`src/pkg/tm3_pkg.sv`:
```
// constants for the third timer/counter block and its register map.
// assumes one 250 MHz clock, used as the oscillator, and an AXI4-Lite master outside.
`default_nettype none
package tm3_pkg;
  localparam int unsigned ADDR_W = 12;
  localparam int unsigned IDX_W  = 10;
  // register indices; byte address is four times the index
  localparam logic [IDX_W-1:0] IDX_CTRL     = 10'h0c8;
  localparam logic [IDX_W-1:0] IDX_MODE     = 10'h0c9;
  localparam logic [IDX_W-1:0] IDX_IRQ_STAT = 10'h0ca;
  localparam logic [IDX_W-1:0] IDX_IRQ_MASK = 10'h0cb;
  localparam logic [IDX_W-1:0] IDX_COUNT    = 10'h0cc;
  localparam logic [IDX_W-1:0] IDX_RELOAD   = 10'h0cd;
  localparam logic [IDX_W-1:0] IDX_CONFIG   = 10'h0ce;
  // control register fields
  localparam int unsigned CTL_OVF     = 7;
  localparam int unsigned CTL_TRIGF   = 6;
  localparam int unsigned CTL_RXBAUD  = 5;
  localparam int unsigned CTL_TXBAUD  = 4;
  localparam int unsigned CTL_TRIGEN  = 3;
  localparam int unsigned CTL_RUN     = 2;
  localparam int unsigned CTL_CNTSRC  = 1;
  localparam int unsigned CTL_CAPSEL  = 0;
  localparam logic [7:0]  CTRL_RESET  = 8'h00;
  // mode register fields
  localparam int unsigned MODE_OUTEN  = 1;
  localparam int unsigned MODE_DOWN   = 0;
  localparam logic [1:0]  MODE_RESET  = 2'h0;
  // interrupt status / mask bits
  localparam int unsigned IRQ_OVF     = 0;
  localparam int unsigned IRQ_TRIG    = 1;
  localparam logic [1:0]  IRQ_RESET   = 2'h0;
  // internal tick dividers, in clock cycles
  localparam logic [3:0]  DIV_SIX     = 4'h6;
  localparam logic [3:0]  DIV_TWELVE  = 4'hc;
  localparam logic [15:0] COUNT_MAX   = 16'hffff;
  localparam logic [15:0] COUNT_ZERO  = 16'h0000;
  localparam logic [1:0]  RESP_OKAY   = 2'b00;
  localparam logic [1:0]  RESP_SLVERR = 2'b10;
endpackage : tm3_pkg
`default_nettype wire

```
`src/pkg/tm3_reg_if.sv`:
```
// register access path between the bus slave and the timer core.
// assumes both ends run on the same clock; wr_en is a one-cycle pulse.
`default_nettype none
interface tm3_reg_if;
  import tm3_pkg::*;
  logic             wr_en;
  logic [IDX_W-1:0] wr_idx;
  logic [31:0]      wr_data;
  logic [3:0]       wr_strb;
  logic             wr_hit;
  logic [IDX_W-1:0] rd_idx;
  logic [31:0]      rd_data;
  logic             rd_hit;
  modport bus  (output wr_en, wr_idx, wr_data, wr_strb, rd_idx, input wr_hit, rd_data, rd_hit);
  modport regs (input wr_en, wr_idx, wr_data, wr_strb, rd_idx, output wr_hit, rd_data, rd_hit);
endinterface : tm3_reg_if
`default_nettype wire

```
`src/core/tm3_core.sv`:
```
// third 16-bit timer/counter: counting, capture/reload, baud ticks, interrupt.
// assumes pins synchronous to aclk; aclk stands in for the oscillator.
//
// Chosen here: the AXI4-Lite slave port.
`default_nettype none
module tm3_core
  import tm3_pkg::*;
(
  input  wire logic              aclk,
  input  wire logic              aresetn,
  input  wire logic [ADDR_W-1:0] s_axi_awaddr,
  input  wire logic              s_axi_awvalid,
  output logic                   s_axi_awready,
  input  wire logic [31:0]       s_axi_wdata,
  input  wire logic [3:0]        s_axi_wstrb,
  input  wire logic              s_axi_wvalid,
  output logic                   s_axi_wready,
  output logic [1:0]             s_axi_bresp,
  output logic                   s_axi_bvalid,
  input  wire logic              s_axi_bready,
  input  wire logic [ADDR_W-1:0] s_axi_araddr,
  input  wire logic              s_axi_arvalid,
  output logic                   s_axi_arready,
  output logic [31:0]            s_axi_rdata,
  output logic [1:0]             s_axi_rresp,
  output logic                   s_axi_rvalid,
  input  wire logic              s_axi_rready,
  input  wire logic              ext_count_pin,
  input  wire logic              ext_trigger_pin,
  input  wire logic              timer1_ovf_tick,
  output logic                   rx_baud_tick,
  output logic                   tx_baud_tick,
  output logic                   timer_out,
  output logic                   irq
);
  typedef struct packed {
    logic [3:0]  div_cnt;
    logic        cnt_prev;
    logic        trig_prev;
    logic [7:0]  ctrl;
    logic [1:0]  mode;
    logic [15:0] count;
    logic [15:0] reload;
    logic [1:0]  irq_stat;
    logic [1:0]  irq_mask;
    logic        six_clk;
    logic        rx_tick;
    logic        tx_tick;
    logic        tmr_out;
    logic        irq;
  } tm3_core_s;

  tm3_core_s s_q, s_d;

  tm3_reg_if rb ();

  tm3_axil u_axil (
    .aclk    (aclk),
    .aresetn (aresetn),
    .awaddr  (s_axi_awaddr),
    .awvalid (s_axi_awvalid),
    .awready (s_axi_awready),
    .wdata   (s_axi_wdata),
    .wstrb   (s_axi_wstrb),
    .wvalid  (s_axi_wvalid),
    .wready  (s_axi_wready),
    .bresp   (s_axi_bresp),
    .bvalid  (s_axi_bvalid),
    .bready  (s_axi_bready),
    .araddr  (s_axi_araddr),
    .arvalid (s_axi_arvalid),
    .arready (s_axi_arready),
    .rdata   (s_axi_rdata),
    .rresp   (s_axi_rresp),
    .rvalid  (s_axi_rvalid),
    .rready  (s_axi_rready),
    .rb      (rb)
  );

  // address decode, shared by the read and the write path
  function automatic logic idx_mapped(input logic [IDX_W-1:0] idx);
    idx_mapped = (idx >= IDX_CTRL) && (idx <= IDX_CONFIG);
  endfunction : idx_mapped

  // byte-lane merge for the 16-bit registers
  function automatic logic [15:0] merge16(input logic [15:0] cur,
                                          input logic [31:0] wd,
                                          input logic [3:0]  st);
    merge16 = {st[1] ? wd[15:8] : cur[15:8], st[0] ? wd[7:0] : cur[7:0]};
  endfunction : merge16

  assign rb.wr_hit = idx_mapped(rb.wr_idx);
  assign rb.rd_hit = idx_mapped(rb.rd_idx);

  // read mux; unimplemented mode bits read as zero
  always_comb begin
    rb.rd_data = 32'h0000_0000;
    case (rb.rd_idx)
      IDX_CTRL:     rb.rd_data[7:0]  = s_q.ctrl;
      IDX_MODE:     rb.rd_data[1:0]  = s_q.mode;
      IDX_IRQ_STAT: rb.rd_data[1:0]  = s_q.irq_stat;
      IDX_IRQ_MASK: rb.rd_data[1:0]  = s_q.irq_mask;
      IDX_COUNT:    rb.rd_data[15:0] = s_q.count;
      IDX_RELOAD:   rb.rd_data[15:0] = s_q.reload;
      IDX_CONFIG:   rb.rd_data[0]    = s_q.six_clk;
      default:      rb.rd_data       = 32'h0000_0000;
    endcase
  end

  assign rx_baud_tick = s_q.rx_tick;
  assign tx_baud_tick = s_q.tx_tick;
  assign timer_out    = s_q.tmr_out;
  assign irq          = s_q.irq;

  // counting, trigger handling, register writes and flag updates
  always_comb begin
    logic        baud;
    logic        running;
    logic        tick_int;
    logic        cnt_fall;
    logic        trig_fall;
    logic        step;
    logic        down;
    logic        ovf;
    logic [3:0]  div_lim;
    logic [1:0]  ev;
    baud      = 1'b0;
    running   = 1'b0;
    tick_int  = 1'b0;
    cnt_fall  = 1'b0;
    trig_fall = 1'b0;
    step      = 1'b0;
    down      = 1'b0;
    ovf       = 1'b0;
    div_lim   = DIV_TWELVE;
    ev        = 2'b00;
    s_d       = s_q;

    baud    = s_q.ctrl[CTL_RXBAUD] | s_q.ctrl[CTL_TXBAUD];
    running = s_q.ctrl[CTL_RUN];
    // internal tick: clock over 6 or 12; prescaler holds while stopped
    div_lim = s_q.six_clk ? DIV_SIX : DIV_TWELVE;
    if (running) begin
      if (s_q.div_cnt == div_lim - 4'h1) begin
        s_d.div_cnt = 4'h0;
        tick_int    = 1'b1;
      end else begin
        s_d.div_cnt = s_q.div_cnt + 4'h1;
      end
    end

    // edge detectors on the pins, sampled every cycle
    s_d.cnt_prev  = ext_count_pin;
    s_d.trig_prev = ext_trigger_pin;
    cnt_fall      = s_q.cnt_prev & ~ext_count_pin;
    trig_fall     = s_q.trig_prev & ~ext_trigger_pin & s_q.ctrl[CTL_TRIGEN];

    // trigger pin doubles as direction when down counting is enabled and the timer is not a baud source
    step = running & (s_q.ctrl[CTL_CNTSRC] ? cnt_fall : tick_int);
    down = s_q.mode[MODE_DOWN] & ~ext_trigger_pin & ~baud;

    if (step) begin
      if (down) begin
        if (s_q.count == s_q.reload) begin
          s_d.count = COUNT_MAX;
          ovf       = 1'b1;
        end else begin
          s_d.count = s_q.count - 16'h0001;
        end
      end else if (s_q.count == COUNT_MAX) begin
        ovf = 1'b1;
        // baud use forces reload, capture mode just rolls over
        s_d.count = (s_q.ctrl[CTL_CAPSEL] && !baud) ? COUNT_ZERO : s_q.reload;
      end else begin
        s_d.count = s_q.count + 16'h0001;
      end
    end

    // trigger edge: capture or reload only when not a baud source
    if (trig_fall && !baud) begin
      if (s_q.ctrl[CTL_CAPSEL]) begin
        s_d.reload = s_q.count;
      end else begin
        s_d.count = s_q.reload;
      end
    end

    // software writes land after counting so a write wins over a step
    if (rb.wr_en) begin
      case (rb.wr_idx)
        IDX_CTRL: begin
          if (rb.wr_strb[0]) s_d.ctrl = rb.wr_data[7:0];
        end
        IDX_MODE: begin
          if (rb.wr_strb[0]) s_d.mode = rb.wr_data[1:0];
        end
        IDX_IRQ_STAT: begin
          if (rb.wr_strb[0]) s_d.irq_stat = s_q.irq_stat & ~rb.wr_data[1:0];
        end
        IDX_IRQ_MASK: begin
          if (rb.wr_strb[0]) s_d.irq_mask = rb.wr_data[1:0];
        end
        IDX_COUNT:  s_d.count  = merge16(s_d.count, rb.wr_data, rb.wr_strb);
        IDX_RELOAD: s_d.reload = merge16(s_d.reload, rb.wr_data, rb.wr_strb);
        IDX_CONFIG: begin
          if (rb.wr_strb[0]) s_d.six_clk = rb.wr_data[0];
        end
        default: s_d.six_clk = s_d.six_clk;
      endcase
    end

    // hardware sets after the write, so an event beats a same-cycle clear
    ev[IRQ_OVF]  = ovf & ~baud;
    ev[IRQ_TRIG] = trig_fall;
    if (ev[IRQ_OVF]) s_d.ctrl[CTL_OVF] = 1'b1;
    if (ev[IRQ_TRIG]) s_d.ctrl[CTL_TRIGF] = 1'b1;
    s_d.irq_stat = s_d.irq_stat | ev;

    // serial port clock selection, one-cycle ticks
    s_d.rx_tick = s_q.ctrl[CTL_RXBAUD] ? ovf : timer1_ovf_tick;
    s_d.tx_tick = s_q.ctrl[CTL_TXBAUD] ? ovf : timer1_ovf_tick;
    if (ovf && s_q.mode[MODE_OUTEN]) s_d.tmr_out = ~s_q.tmr_out;
    s_d.irq = |(s_d.irq_stat & s_d.irq_mask);
  end

  // one register for all state; reset leaves the timer stopped
  always_ff @(posedge aclk) begin
    if (!aresetn) begin
      s_q      <= '0;
      s_q.ctrl <= CTRL_RESET;
      s_q.mode <= MODE_RESET;
    end else begin
      s_q <= s_d;
    end
  end
endmodule : tm3_core
`default_nettype wire

```
`src/core/tm3_axil.sv`:
```
// AXI4-Lite slave that turns bus transfers into register strobes.
// assumes one write and one read at most under way; unmapped addresses get SLVERR.
`default_nettype none
module tm3_axil
  import tm3_pkg::*;
(
  input  wire logic              aclk,
  input  wire logic              aresetn,
  input  wire logic [ADDR_W-1:0] awaddr,
  input  wire logic              awvalid,
  output logic                   awready,
  input  wire logic [31:0]       wdata,
  input  wire logic [3:0]        wstrb,
  input  wire logic              wvalid,
  output logic                   wready,
  output logic [1:0]             bresp,
  output logic                   bvalid,
  input  wire logic              bready,
  input  wire logic [ADDR_W-1:0] araddr,
  input  wire logic              arvalid,
  output logic                   arready,
  output logic [31:0]            rdata,
  output logic [1:0]             rresp,
  output logic                   rvalid,
  input  wire logic              rready,
  tm3_reg_if.bus                 rb
);
  typedef struct packed {
    logic             aw_got;
    logic             w_got;
    logic [IDX_W-1:0] idx;
    logic [31:0]      data;
    logic [3:0]       strb;
    logic             bvalid;
    logic [1:0]       bresp;
    logic             rvalid;
    logic [1:0]       rresp;
    logic [31:0]      rdata;
  } tm3_axil_s;

  tm3_axil_s s_q, s_d;

  // address and data channels refuse while a response is pending
  assign awready    = ~s_q.aw_got & ~s_q.bvalid;
  assign wready     = ~s_q.w_got & ~s_q.bvalid;
  assign arready    = ~s_q.rvalid;
  assign bvalid     = s_q.bvalid;
  assign bresp      = s_q.bresp;
  assign rvalid     = s_q.rvalid;
  assign rresp      = s_q.rresp;
  assign rdata      = s_q.rdata;
  assign rb.wr_en   = s_q.aw_got & s_q.w_got & ~s_q.bvalid;
  assign rb.wr_idx  = s_q.idx;
  assign rb.wr_data = s_q.data;
  assign rb.wr_strb = s_q.strb;
  assign rb.rd_idx  = araddr[ADDR_W-1:2];

  // channel bookkeeping; aw and w may arrive in either order
  always_comb begin
    s_d = s_q;
    if (awvalid && awready) begin
      s_d.aw_got = 1'b1;
      s_d.idx    = awaddr[ADDR_W-1:2];
    end
    if (wvalid && wready) begin
      s_d.w_got = 1'b1;
      s_d.data  = wdata;
      s_d.strb  = wstrb;
    end
    if (rb.wr_en) begin
      s_d.aw_got = 1'b0;
      s_d.w_got  = 1'b0;
      s_d.bvalid = 1'b1;
      s_d.bresp  = rb.wr_hit ? RESP_OKAY : RESP_SLVERR;
    end else if (s_q.bvalid && bready) begin
      s_d.bvalid = 1'b0;
    end
    // read data sampled at the address handshake, no read side effects
    if (arvalid && arready) begin
      s_d.rvalid = 1'b1;
      s_d.rdata  = rb.rd_data;
      s_d.rresp  = rb.rd_hit ? RESP_OKAY : RESP_SLVERR;
    end else if (s_q.rvalid && rready) begin
      s_d.rvalid = 1'b0;
    end
  end

  always_ff @(posedge aclk) begin
    if (!aresetn) begin
      s_q <= '0;
    end else begin
      s_q <= s_d;
    end
  end
endmodule : tm3_axil
`default_nettype wire

```
`config.mk`:
```
export PLATFORM = sky130hd
export DESIGN_NAME = tm3_core
export DESIGN_NICKNAME = d
export VERILOG_FILES = /design/src/pkg/tm3_pkg.sv /design/src/pkg/tm3_reg_if.sv /design/src/core/tm3_core.sv /design/src/core/tm3_axil.sv
export SDC_FILE = /design/constraint.sdc
export NUM_CORES = 1
export LEC_CHECK = 0
export BUFFER_PORTS_ARGS = -buffer_cell sky130_fd_sc_hd__buf_4
export CORE_ASPECT_RATIO = 0.9
export CORE_MARGIN = 2
export CORE_UTILIZATION = 50
export CTS_CLUSTER_SIZE = 12
export DETAILED_ROUTE_END_ITERATION = 8
export HOLD_SLACK_MARGIN = 0.02
export PLACE_DENSITY_LB_ADDON = 0.05
export SLEW_MARGIN = 20
export SYNTH_ARGS = -nofsm -noshare
export SYNTH_HDL_FRONTEND = slang
export SYNTH_SLANG_ARGS = --single-unit
```
`constraint.sdc`:
```
create_clock -name aclk -period 6 [get_ports aclk]
set_clock_uncertainty 0.2 [all_clocks]
set_input_delay 0.9 -clock aclk [delete_from_list [all_inputs] [get_ports aclk]]
set_output_delay 0.9 -clock aclk [all_outputs]
set_load 0.01 [all_outputs]
```
==> metrics <==
outcome=finished clean; synth warn=0; Die ar.=14100 um^2; RSZ-0062 raised after global routing=no; R2R cell count=6; Layout area overhead=9.70%; async set or reset register ratio after synthesis=0%; Num CTS Buffers=9; share of layout cells above drive strength 1=15.6%; post-route ant nets=0; first drt pass iteration count=5; # diodes=0; vias per cell=6.11; gr ovfl total=0; routability cong.=0.949; Power per Cell Area=211 nW/um^2; CP Cell Sequence=nand3_1 > or4_4 > nor2_4 > mux2_2 > a221o_1 > a21oi_1; setup_tns=0 ns; final hold viol count=0; post-synthesis mux area share=2.50%; row count=39; DRT Wirelength=18100 um; hold_buf cts=0; Worst path slowest cell=dfxtp_1; Finished Layout Cells=978; core area=12700 um^2; Inst Count DP=962; top_reg_cell synth=dfxtp_1; Post-Synth Simple-Gate Area=26.2%; Max VDD drop=163 uV; crit path launch=s_q[30]; critical path class=reg2reg; clk root buf=clkbuf_16; CP Capture Type=flip-flop; Synth Area in Adders=0.572%; Clk Latency, worst-skew pair=0.37 ns; per-cell routed wire length=18.6 um; Fmax=0.312 GHz; Rel. slew slack=34.7%; CTS Buffer Depth=2; vias in the first global route=5549; synth unique cells=80; IO buf count=74; crit path to=s_q[36]; die height=113 um; initial antenna violation count=0; Synth Register Bits=107; Largest stage delay, worst path=0.67 ns; Total GRT Usage=25.7%; Worst Hold Class=reg2reg; Crit path depth=6; Worst Path Required=6.09 ns; R2R setup slack=2.79 ns; FF-to-FF Start=s_q[30]; CP delay by family, top=simple AND/OR/NAND/NOR gates; worst hold slack=0.273 ns; # nets final=882; Chip Width=125 um; XOR/XNOR Fraction of Synth Area=5.74%; CP arrival=3.30 ns; number of buffer and inverter stages on the critical path=0; # setup viols final=0; LEAKAGE=0.00287 uW; CTS clock-pin slew for the worst setup and hold paths=0.08 ns; Seq/Total Area, Yosys=32.6%; global-route wire length before repair=29400 um; CTS sink cnt=107; Final min period=3.21 ns; Final Slew Violations=0; synthesized area=6570 um^2; worst setup margin=2.79 ns; Syn Inst Count=803; post-cts sizing count=0; worst-path fanout max=12; crit start category=flip-flop; dpl ws=2.62 ns; Mean Syn Cell Area=8.18 um^2; worst slew pin tran=0.977 ns; Final period util=53.5%; # H-tree levels=3; CTS tree=done; Max Cap Viol=0; reg2reg end=s_q[36]; EDFF count, synth=0; # Post-CTS Setup Buffers=0; DRT iter0 DRCs=605; dpl hpwl=12600 um; Synth Area in Compound Gates=23.2%; initial core utilization=51.6%; drt drc=0; Power, Total=1520 uW; largest net degree at the start of global routing=110; largest family of logic cells by synthesized area=simple AND/OR/NAND/NOR gates; Vias=5971; Min-Delay Path Depth=2; IO Count=115
==> layout make-up <==
class,count,area [um^2]
fill,1208,5530
multi-input combinational,603,3910
sequential,107,2140
timing repair buffer,79,593
clock buffer,10,239
tap,164,205
clock inverter,6,82.6
inverter,9,33.8
==> flip-flops by register name, indices dropped and copies added, names as in the netlist, 2 cells and up <==
name / cells
u_axil.rdata: 16
s_q: 53
u_axil.rb.wr_strb: 2
u_axil.rb.wr_idx: 10
u_axil.rb.wr_data: 16
u_axil.s_q: 2
==> Yosys cell counts (4+ instances only) <==
| cell type | count | area (um^2) |
|---|---|---|
| a222oi_1 | 6 | 60.1 |
| a21boi_0 | 38 | 285 |
| buf_4 | 40 | 300 |
| nor3_1 | 13 | 65.1 |
| o211ai_1 | 12 | 90.1 |
| clkbuf_1 | 47 | 176 |
| nand4_1 | 10 | 62.6 |
| or3_1 | 13 | 81.3 |
| a211o_1 | 4 | 35.0 |
| mux2i_1 | 13 | 130 |
| xnor2_1 | 32 | 280 |
| a21oi_1 | 21 | 105 |
| o21ai_0 | 46 | 230 |
| a221oi_1 | 15 | 131 |
| and3_1 | 7 | 43.8 |
| inv_1 | 9 | 33.8 |
| a221o_1 | 4 | 40.0 |
| a21oi_2 | 4 | 35.0 |
| a211oi_1 | 6 | 45.0 |
| dfxtp_1 | 107 | 2140 |
| and2_1 | 9 | 56.3 |
| a21o_1 | 4 | 30.0 |
| buf_2 | 10 | 50.1 |
| nand2_1 | 114 | 428 |
| nor2_1 | 40 | 150 |
| nor4_1 | 10 | 62.6 |
| a31oi_1 | 8 | 50.1 |
| nor2b_1 | 8 | 50.1 |
| xor2_1 | 11 | 96.3 |
| nand3_1 | 45 | 225 |
| o211a_1 | 18 | 180 |
==> power breakdown <==
| part | total (uW) | internal [uW] | switching (uW) | leakage [uW] |
|---|---|---|---|---|
| combinational | 126 | 57.1 | 68.9 | 0.00184 |
| sequential | 756 | 732 | 23.3 | 0.000870 |
| clock | 639 | 345 | 294 | 0.000154 |
==> stage by stage <==
stage / utilization (%) / cell area [um^2]
2_1_floorplan: - / 6630
3_3_place_gp: 53.9 / 6870
3_5_place_dp: 53.9 / 6870
4_1_cts: 56.5 / 7190
5_1_grt: 56.6 / 7200
6_report: 56.6 / 7200
==> kinds of logic after synthesis <==
group | after synthesis
DFF | 107
buffers and inverters | 110
muxes | 15
xor gates and xnor gates | 43
AOI/OAI and AO/OA | 211
adders and majority gates | 3
and+or+nand+nor | 313
other | 1
==> worst min path at each step <==
stage,startpoint,end,slack [ns]
floorplan,u_axil.rdata[7],u_axil.rdata[7],0.24
global placement,u_axil.rdata[7],u_axil.rdata[7],0.26
detailed placement,u_axil.rdata[2],u_axil.rdata[2],0.26
CTS,u_axil.rdata[7],u_axil.rdata[7],0.28
global route,u_axil.rdata[2],u_axil.rdata[2],0.29
finish,u_axil.rdata[7],u_axil.rdata[7],0.27
==> metal layers <==
metal | track usage [%] | vias up | part of all wire (%)
met3 | 6.15 | 24 | 8.2
met1 | 37.2 | 2806 | 47
met2 | 38.4 | 276 | 43
met5 | 0 | - | 0
met4 | 7.19 | 0 | 1.8
li1 | - | 2865 | -
==> cell usage in the layout, fill, tap and decap left out, types with 6 or more instances in the layout <==
master	instances
or3_1	13
nand3_1	45
inv_1	9
nor4_1	10
xnor2_1	32
and3_1	7
nor3_1	13
clkbuf_16	9
nand2_1	114
o211a_1	18
buf_4	79
o211ai_1	12
a222oi_1	6
a21oi_1	21
mux2i_1	13
xor2_1	11
o21ai_0	46
dfxtp_1	107
and2_1	9
a211oi_1	6
a31oi_1	8
a221oi_1	15
a21boi_0	38
nor2b_1	8
conb_1	18
nand4_1	10
nor2_1	39
==> worst min-delay path, delay by kind of cell, from the launching register on <==
kind / cells / cell delay [ns]
compound gates: 1 / 0.05
flops: 1 / 0.32
simple gates: 1 / 0.06
(Power assumes the default switching activity.)
